## config.mk

```make
export PLATFORM = sky130hd
export DESIGN_NAME = drive_logic_input_router
export DESIGN_NICKNAME = d
export VERILOG_FILES = /design/src/logic/logic_input_pkg.sv /design/src/logic/drive_logic_input_router.sv
export SDC_FILE = /design/constraint.sdc
export NUM_CORES = 1
export LEC_CHECK = 0
export ABC_CLOCK_PERIOD_IN_PS = 3700
export BUFFER_PORTS_ARGS = -buffer_cell sky130_fd_sc_hd__buf_2
export CORE_MARGIN = 2
export CORE_UTILIZATION = 65
export DETAILED_ROUTE_END_ITERATION = 7
export GPL_TIMING_DRIVEN = 0
export HOLD_SLACK_MARGIN = 0.08
export PLACE_DENSITY = 0.89
export SLEW_MARGIN = 20
export SYNTH_ARGS = -nofsm -noshare
export SYNTH_HDL_FRONTEND = slang
export SYNTH_SLANG_ARGS = --single-unit
```

## constraint.sdc

```tcl
create_clock -name pclk -period 3.7 [get_ports pclk]
set_clock_uncertainty 0.1 [all_clocks]
set_input_delay 0.555 -clock pclk [delete_from_list [all_inputs] [get_ports pclk]]
set_output_delay 0.555 -clock pclk [all_outputs]
set_load 0.02 [all_outputs]
```

## src/logic/logic_input_pkg.sv

```systemverilog
// package: register map, field layout and timing for the logic input router
package logic_input_pkg;
    // register byte offsets
    localparam logic [11:0] DEST_BASE_OFFSET   = 12'h000; // input2..input10 destinations, one word each
    localparam logic [11:0] FIXED_DIS_OFFSET   = 12'h040; // fixed_function_disable
    localparam logic [11:0] INVERT_OFFSET      = 12'h044; // invert bits, bit0 = input2
    localparam logic [11:0] PERMIT_OFFSET      = 12'h048; // permits
    localparam logic [11:0] STATUS_OFFSET      = 12'h04C; // input status, read only
    localparam logic [11:0] CONTROL_OFFSET     = 12'h050; // serial-link control word
    localparam logic [11:0] ACTIVE_DEST_OFFSET = 12'h080; // active destinations base, read only
    // field positions
    localparam int PERMIT_INCH_REV_BIT = 0;
    localparam int PERMIT_INCH_FWD_BIT = 1;
    localparam int PERMIT_RUN_REV_BIT  = 2;
    localparam int PERMIT_RUN_FWD_BIT  = 3;
    localparam int STATUS_ENABLE_BIT   = 9;
    localparam int STATUS_FIRING_BIT   = 10;
    localparam int STATUS_REF_ON_BIT   = 11;
    localparam int CTRL_REF_ON_BIT     = 0;
    localparam int CTRL_REVERSE_BIT    = 1;
    localparam int CTRL_INCH_BIT       = 2;
    localparam int CTRL_RESET_BIT      = 8;
    // sizes and reset values
    localparam int NUM_PROG          = 9;
    localparam int DEST_W            = 11;
    localparam logic [10:0] DEST_MAX = 11'h7CF; // 1999
    localparam logic [10:0] DEST_RESET = 11'h000;
    localparam logic [8:0]  INVERT_RESET = 9'h000;
    localparam logic [3:0]  PERMIT_RESET = 4'h0;
    // destination parameter codes the router acts on
    localparam logic [10:0] DEST_REF_ON  = 11'h06F; // 111
    localparam logic [10:0] DEST_REVERSE = 11'h070; // 112
    localparam logic [10:0] DEST_INCH    = 11'h071; // 113
    // enable cutoff timing
    localparam int CLK_HZ          = 20000000;
    localparam int CUTOFF_MS       = 30;
    localparam int CUTOFF_CYCLES   = (CLK_HZ / 1000) * CUTOFF_MS;
    // drive command bundle
    typedef struct packed {
        logic ref_on;
        logic reverse;
        logic inch;
    } drive_cmd_t;
    // enable cutoff state
    typedef enum logic [1:0] {ST_OFF, ST_RUN, ST_CUTOFF} cut_state_t;
endpackage : logic_input_pkg

```

## src/logic/drive_logic_input_router.sv

```systemverilog
// drive logic input router: terminal sampling, inversion, routing, enable cutoff
`timescale 1ns/1ps
// Function
// - status flag reads 1 when input active
// - firing cut thirty ms after enable loss
// - enable loss while running: coast, ramps reset
// - inputs two..ten have destination selector 0..1999
// - new destination applies only after drive reset
// - master bit: 0 fixed functions, 1 disabled
// - fixed: inch rev, inch fwd, run rev, fwd
// - programmed reference-on needs run-permit
// - serial link commands act when fixed disabled
// - inch reverse permit bit when fixed disabled
// - inch forward permit bit when fixed disabled
// - run reverse permit bit when fixed disabled
// - run forward permit bit when fixed disabled
// - fixed run inputs latch reference-on
module drive_logic_input_router
    import logic_input_pkg::*;
#(
    parameter int CUTOFF_COUNT = CUTOFF_CYCLES // 30 ms in clocks
)
(
    input  wire logic              pclk,
    input  wire logic              presetn,
    input  wire logic              psel,
    input  wire logic              penable,
    input  wire logic              pwrite,
    input  wire logic [11:0]       paddr,
    input  wire logic [31:0]       pwdata,
    output logic      [31:0]       prdata,
    output logic                   pready,
    output logic                   pslverr,
    input  wire logic [NUM_PROG-1:0] logic_terminal_strip, // prog_input_two..ten, bit0 = two
    input  wire logic              enable_terminal,        // drive enable input
    input  wire logic              run_permit,             // start permit input
    input  wire logic              drive_running,          // drive currently running
    output logic                   firing_enable,          // firing pulses allowed
    output logic                   coast_stop,             // coast stop / ramps reset pulse
    output drive_cmd_t             drive_cmd               // routed commands to control
);
    // sampled terminals
    logic [NUM_PROG-1:0] term_reg;       // input stage
    logic                enable_reg;     // sampled enable
    logic                permit_reg;     // sampled run permit
    // software registers
    logic [DEST_W-1:0]   dest_reg   [NUM_PROG];  // written selectors
    logic [DEST_W-1:0]   active_reg [NUM_PROG];  // selectors in force
    logic                fixed_dis_reg;          // master bit
    logic [NUM_PROG-1:0] invert_reg;             // invert bits
    logic [3:0]          permit_bits_reg;        // function permits
    drive_cmd_t          serial_reg;             // link-written commands
    logic                ref_latch_reg;          // latched reference-on
    // cutoff timing
    cut_state_t          state_reg;
    cut_state_t          state_next;
    logic [31:0]         cut_cnt_reg;
    logic                coast_reg;

    // apb decode
    wire                 wr_en    = psel && penable && pwrite;
    wire                 rd_en    = psel && !pwrite;
    wire [9:0]           word     = paddr[11:2];
    wire                 hit_dest = (paddr < DEST_BASE_OFFSET + 12'(4*NUM_PROG));
    wire                 hit_act  = (paddr >= ACTIVE_DEST_OFFSET) &&
                                    (paddr < ACTIVE_DEST_OFFSET + 12'(4*NUM_PROG));
    wire [3:0]           dest_idx = 4'(word - DEST_BASE_OFFSET[11:2]);
    wire [3:0]           act_idx  = 4'(word - ACTIVE_DEST_OFFSET[11:2]);
    wire                 hit_ctl  = (paddr == FIXED_DIS_OFFSET) || (paddr == INVERT_OFFSET) ||
                                    (paddr == PERMIT_OFFSET) || (paddr == STATUS_OFFSET) ||
                                    (paddr == CONTROL_OFFSET);
    wire                 mapped   = (hit_dest || hit_act || hit_ctl) && (paddr[1:0] == 2'b00);
    // drive reset strobe applies selectors
    wire                 drive_reset = wr_en && (paddr == CONTROL_OFFSET) && pwdata[CTRL_RESET_BIT];

    // inverted inputs feed status and routing
    wire [NUM_PROG-1:0]  logic_in = term_reg ^ invert_reg;

    // programmed routing, or-reduced per destination
    logic                prog_ref_on;
    logic                prog_reverse;
    logic                prog_inch;
    always_comb
    begin
        prog_ref_on  = 1'b0;
        prog_reverse = 1'b0;
        prog_inch    = 1'b0;
        for (int i = 0; i < NUM_PROG; i++)
        begin
            prog_ref_on  = prog_ref_on  | (logic_in[i] && active_reg[i] == DEST_REF_ON);
            prog_reverse = prog_reverse | (logic_in[i] && active_reg[i] == DEST_REVERSE);
            prog_inch    = prog_inch    | (logic_in[i] && active_reg[i] == DEST_INCH);
        end
    end

    // fixed function decode: two inch rev, three inch fwd, four run rev, five run fwd
    wire fix_inch_rev = logic_in[0];
    wire fix_inch_fwd = logic_in[1];
    wire fix_run_rev  = logic_in[2];
    wire fix_run_fwd  = logic_in[3];
    // permitted functions when fixed functions are disabled
    wire dis_run_rev  = permit_bits_reg[PERMIT_RUN_REV_BIT]  && (prog_ref_on || serial_reg.ref_on) &&
                        (prog_reverse || serial_reg.reverse);
    wire dis_run_fwd  = permit_bits_reg[PERMIT_RUN_FWD_BIT]  && (prog_ref_on || serial_reg.ref_on) &&
                        !(prog_reverse || serial_reg.reverse);
    wire dis_inch_rev = permit_bits_reg[PERMIT_INCH_REV_BIT] && (prog_inch || serial_reg.inch) &&
                        (prog_reverse || serial_reg.reverse);
    wire dis_inch_fwd = permit_bits_reg[PERMIT_INCH_FWD_BIT] && (prog_inch || serial_reg.inch) &&
                        !(prog_reverse || serial_reg.reverse);
    // reference-on from a programmed terminal only with run permit; fixed run inputs drive it without permit
    wire prog_ref_ok  = prog_ref_on && permit_reg;

    // next command, selected by the master bit
    drive_cmd_t cmd_next;
    always_comb
    begin
        if (!fixed_dis_reg)
        begin
            cmd_next.ref_on  = (ref_latch_reg || fix_run_rev || fix_run_fwd) && enable_reg;
            cmd_next.reverse = fix_run_rev || fix_inch_rev;
            cmd_next.inch    = fix_inch_rev || fix_inch_fwd;
        end
        else
        begin
            cmd_next.ref_on  = (prog_ref_ok || serial_reg.ref_on) && (dis_run_rev || dis_run_fwd)
                               && enable_reg;
            cmd_next.reverse = dis_run_rev || dis_inch_rev;
            cmd_next.inch    = dis_inch_rev || dis_inch_fwd;
        end
    end

    // input sampling stage
    always_ff @(posedge pclk or negedge presetn)
    begin
        if (!presetn)
        begin
            term_reg   <= '0;
            enable_reg <= 1'b0;
            permit_reg <= 1'b0;
        end
        else
        begin
            term_reg   <= logic_terminal_strip;
            enable_reg <= enable_terminal;
            permit_reg <= run_permit;
        end
    end

    // destination selectors: written copy and active copy
    always_ff @(posedge pclk or negedge presetn)
    begin
        if (!presetn)
        begin
            for (int i = 0; i < NUM_PROG; i++)
            begin
                dest_reg[i]   <= DEST_RESET;
                active_reg[i] <= DEST_RESET;
            end
        end
        else
        begin
            // writes above the range or off a word boundary are refused, the old value stays
            if (wr_en && hit_dest && mapped && pwdata[DEST_W-1:0] <= DEST_MAX && pwdata[31:DEST_W] == '0)
                dest_reg[dest_idx] <= pwdata[DEST_W-1:0];
            if (drive_reset)
                for (int i = 0; i < NUM_PROG; i++)
                    active_reg[i] <= dest_reg[i];
        end
    end

    // control registers
    always_ff @(posedge pclk or negedge presetn)
    begin
        if (!presetn)
        begin
            fixed_dis_reg   <= 1'b0;
            invert_reg      <= INVERT_RESET;
            permit_bits_reg <= PERMIT_RESET;
            serial_reg      <= '0;
        end
        else if (wr_en)
        begin
            if (paddr == FIXED_DIS_OFFSET)
                fixed_dis_reg <= pwdata[0];
            if (paddr == INVERT_OFFSET)
                invert_reg <= pwdata[NUM_PROG-1:0];
            if (paddr == PERMIT_OFFSET)
                permit_bits_reg <= pwdata[3:0];
            if (paddr == CONTROL_OFFSET)
            begin
                serial_reg.ref_on  <= pwdata[CTRL_REF_ON_BIT];
                serial_reg.reverse <= pwdata[CTRL_REVERSE_BIT];
                serial_reg.inch    <= pwdata[CTRL_INCH_BIT];
            end
        end
    end

    // run latch: set by run inputs, cleared by enable loss, run permit loss or fixed functions disabled
    always_ff @(posedge pclk or negedge presetn)
    begin
        if (!presetn)
            ref_latch_reg <= 1'b0;
        else if (fixed_dis_reg || !enable_reg || !permit_reg)
            ref_latch_reg <= 1'b0; // start permit drop stops latched run
        else if (fix_run_rev || fix_run_fwd)
            ref_latch_reg <= 1'b1;
    end

    // cutoff state machine
    always_comb
    begin
        state_next = state_reg;
        case (state_reg)
            ST_OFF:    if (enable_reg) state_next = ST_RUN;
            ST_RUN:    if (!enable_reg) state_next = ST_CUTOFF;
            ST_CUTOFF:
            begin
                if (enable_reg)
                    state_next = ST_RUN;
                else if (cut_cnt_reg >= 32'(CUTOFF_COUNT - 1))
                    state_next = ST_OFF;
            end
            default:   state_next = ST_OFF;
        endcase
    end

    // cutoff counter, coast pulse and command register
    always_ff @(posedge pclk or negedge presetn)
    begin
        if (!presetn)
        begin
            state_reg   <= ST_OFF;
            cut_cnt_reg <= '0;
            coast_reg   <= 1'b0;
            drive_cmd   <= '0;
        end
        else
        begin
            state_reg   <= state_next;
            cut_cnt_reg <= (state_reg == ST_CUTOFF) ? cut_cnt_reg + 32'd1 : 32'd0;
            // loss of enable while running: coast stop and ramps reset
            coast_reg   <= (state_reg == ST_RUN) && !enable_reg && drive_running;
            drive_cmd   <= cmd_next;
        end
    end

    assign firing_enable = (state_reg != ST_OFF);
    assign coast_stop    = coast_reg;

    // read mux
    logic [31:0] rd_data;
    always_comb
    begin
        rd_data = 32'h0000_0000;
        if (hit_dest)
            rd_data = {21'h0, dest_reg[dest_idx]};
        else if (hit_act)
            rd_data = {21'h0, active_reg[act_idx]};
        else if (paddr == FIXED_DIS_OFFSET)
            rd_data = {31'h0, fixed_dis_reg};
        else if (paddr == INVERT_OFFSET)
            rd_data = {23'h0, invert_reg};
        else if (paddr == PERMIT_OFFSET)
            rd_data = {28'h0, permit_bits_reg};
        else if (paddr == STATUS_OFFSET)
            rd_data = {20'h0, drive_cmd.ref_on, firing_enable, enable_reg, logic_in};
        else if (paddr == CONTROL_OFFSET)
            rd_data = {29'h0, serial_reg.inch, serial_reg.reverse, serial_reg.ref_on};
    end

    // read data registered in setup cycle, zero-wait slave
    always_ff @(posedge pclk or negedge presetn)
    begin
        if (!presetn)
            prdata <= 32'h0000_0000;
        else if (rd_en && !penable)
            prdata <= rd_data;
    end

    assign pready  = 1'b1;
    assign pslverr = psel && penable && !mapped;
endmodule : drive_logic_input_router

```

==> results.sh <==
export IMPL_clkTransAtPathRegs_ns=0.07
export IMPL_ys_seq_elements=277
export IMPL_fin_hold_ws_ns=0.179
export IMPL_async_flop_share_pct=100
export IMPL_drc=0
export IMPL_slowest_delay_ns=0.95
export IMPL_synth_area_leader_cell="dfrtp_1"
export IMPL_start_kind="flop"
export IMPL_grt_ovfl_total=0
export IMPL_arrival_ns=3.66
export IMPL_synth_yosys_seq_area_share_pct=51.1
export IMPL_cts_tree="yes"
export IMPL_crit_chain="or4b_2, nor4b_1, nand2_1, o2111ai_1, or3_1, a22oi_1, o31ai_1"
export IMPL_fillCellCount=1152
export IMPL_min_delay_path_depth=2
export IMPL_post_route_period_util_pct=89.6
export IMPL_clk_path_buf_depth=3
export IMPL_dpl_worst_slack_ns=0.127
export IMPL_synth_avg_cell_area_um2=12.8
export IMPL_yosysTopAreaCellShare_pct=51.1
export IMPL_cts_setup_buffers=0
export IMPL_worstSkewPairLatency_ns=0.55
export IMPL_die_width_um=148
export IMPL_grtUsageTotal_pct=37.6
export IMPL_cts_sinks=277
export IMPL_cpMaxStageDelayCell="nor4b_1"
export IMPL_relSlewSlack_pct=23.4
export IMPL_cts_hold_buf=12
export IMPL_drive_gt1_share_pct=36.9
export IMPL_fin_ws_ns=0.385
export IMPL_fmax_mhz=302
export IMPL_drt_total_wl_mm=40.3
export IMPL_synth_edf_count=0
export IMPL_htreeDepth=1
export IMPL_final_cell_mix="dfrtp_1, mux2_2, buf_2, nand2_1, nor2_1"
export IMPL_ioPinCount=100
export IMPL_rows=52
export IMPL_hold_path_class="in -> reg"
export IMPL_ys_top_cells_by_area="dfrtp_1, mux2_2, mux4_2"
export IMPL_hold_viol_final=0
export IMPL_cts_buffers=28
export IMPL_grt_first_pass_wirelength_mm=61.9
export IMPL_power_density_nw_per_um2=401
export IMPL_synth_ff_type="dfrtp_1"
export IMPL_yosysUniqueCellTypes=68
export IMPL_antennaDiodeCount=0
export IMPL_initialDrtViolationCount=1350
export IMPL_max_vdd_ir_drop_mv=0.382
export IMPL_wl_per_cell_um=27.0
export IMPL_cts_resized=0
export IMPL_finalSetupViolations=0
export IMPL_synth_cells=1062
export IMPL_worst_pin_slew_ns=1.13
export IMPL_syn_cell_area_um2=13600
export IMPL_ant_nets=0
export IMPL_report_final_slew_viol_count=0
export IMPL_die_h_um=148
export IMPL_gp_congestion=0.986
export IMPL_synthToLayoutAreaGrowth_pct=13.7
export IMPL_path_max_fanout=3
export IMPL_num_vias=10200
export IMPL_start_util_pct=66.6
export IMPL_dp_hpwl_mm=26.2
export IMPL_grt_pass1_vias=10400
export IMPL_core_area_um2=20400
export IMPL_rsz0062_at_grt="false"
export IMPL_p_leak_nw=7.32
export IMPL_nNetsFinal=1261
export IMPL_endpoint_kind="flop"
export IMPL_finalSetupTns_ns=0
export IMPL_yosys_warnings=0
export IMPL_via_per_inst=6.85
export IMPL_dr_pass1_iters=6
export IMPL_cts_root_buf="clkbuf_16"
export IMPL_final_common_cell="dfrtp_1"
export IMPL_worstRegToRegCells=7
export IMPL_grt_max_degree=107
export IMPL_port_buffers=74
export IMPL_period_needed_ns=3.31
export IMPL_die_area_um2=22000
export IMPL_required_ns=4.05
export IMPL_outcome="finished, final reports clean"
export IMPL_path_class="reg -> reg"
export IMPL_antenna_found_initial=1
export IMPL_maxCapViolCount=0
==> where the power goes <==
part | leakage, nW | internal (mW) | total (mW) | switching (mW)
clock network | 0.446 | 1.53 | 2.74 | 1.21
logic | 3.04 | 0.115 | 0.370 | 0.255
registers | 3.83 | 3.04 | 3.06 | 0.0172
==> through the flow <==
stage,cells,area (um2),power [mW],utilization (%)
detailed placement,1427,14400,3.46,70.8
finish,1490,15400,6.18,75.7
global route,1490,15400,6.32,75.7
CTS,1490,15400,6.15,75.7
floorplan,1081,13600,3.28,-
global placement,1425,14300,3.45,70.4
==> cell families (layout without fill, tap and decap cells) <==
group                    after synthesis  after routing  share of synthesized area, %
AO/OA/AOI/OAI                         98             98                          4.64
XOR/XNOR                              41             41                          2.65
adder cells (fa/ha/maj)                1              1                        0.0922
buffers and inverters                 93            232                          3.54
flip-flops                           277            277                          51.1
multiplexers                         281            281                          27.1
other                                  2             21                        0.0554
AND/OR/NAND/NOR                      269            269                          10.9
==> Yosys cell counts, drive strengths merged (5+ instances only) <==
cell and number:
nor2 55, dfrtp 277, inv 10, nor3 8, or3 5, o21ai 29, and3 7, xnor2 15
nand4b 6, and4 5, mux2 215, buf 48, or4b 8, nand2 74, a22oi 5, a21oi 25
nor2b 6, nand4 13, o211ai 11, mux4 44, nor4 20, nor4b 13, clkbuf 35, xor2 26
mux2i 22, nand3 29
==> layout make-up <==
cell class                 count  area (um2)  area share (%)
sequential                   277        6930            45.0
inverter                      10        37.5           0.243
tap                          270         338            2.19
timing repair buffer          88         556            3.60
buffer                        83         443            2.87
clock buffer                  38         810            5.25
clock inverter                13        75.1           0.487
multi-input combinational    711        6230            40.4
==> path summary, 6_finish.rpt <==
kind	from	slack, ns	end
worst max-delay path	active_reg[20]	0.39	drive_cmd[1]
worst min-delay path	pwdata[3]	0.18	dest_reg[91]
worst max register to register	active_reg[20]	0.39	drive_cmd[1]
worst min register to register	prdata[6]	0.37	prdata[6]
max in group asynchronous	presetn	2.02	cut_cnt_reg[10]
min in group asynchronous	presetn	0.52	serial_reg[0]
==> critical path: cells and delay by family, from the launching register on <==
kind	cells	cell delay (ns)
flops	1	0.42
simple gates	4	2.10
compound gates	3	0.60
==> per-layer routing <==
metal  vias to the layer above  part of all wire [%]  routed length, um  GRT usage, %
met1                      4999                    35              14100          46.4
met4                         2                   7.6               3050          23.3
li1                       4144                     -                  -             -
met3                       249                    12               4930          12.3
met5                         -                 0.032                 13             0
met2                       807                    45              18200          57.9
No activity file was read; power rests on OpenSTA's default activity.
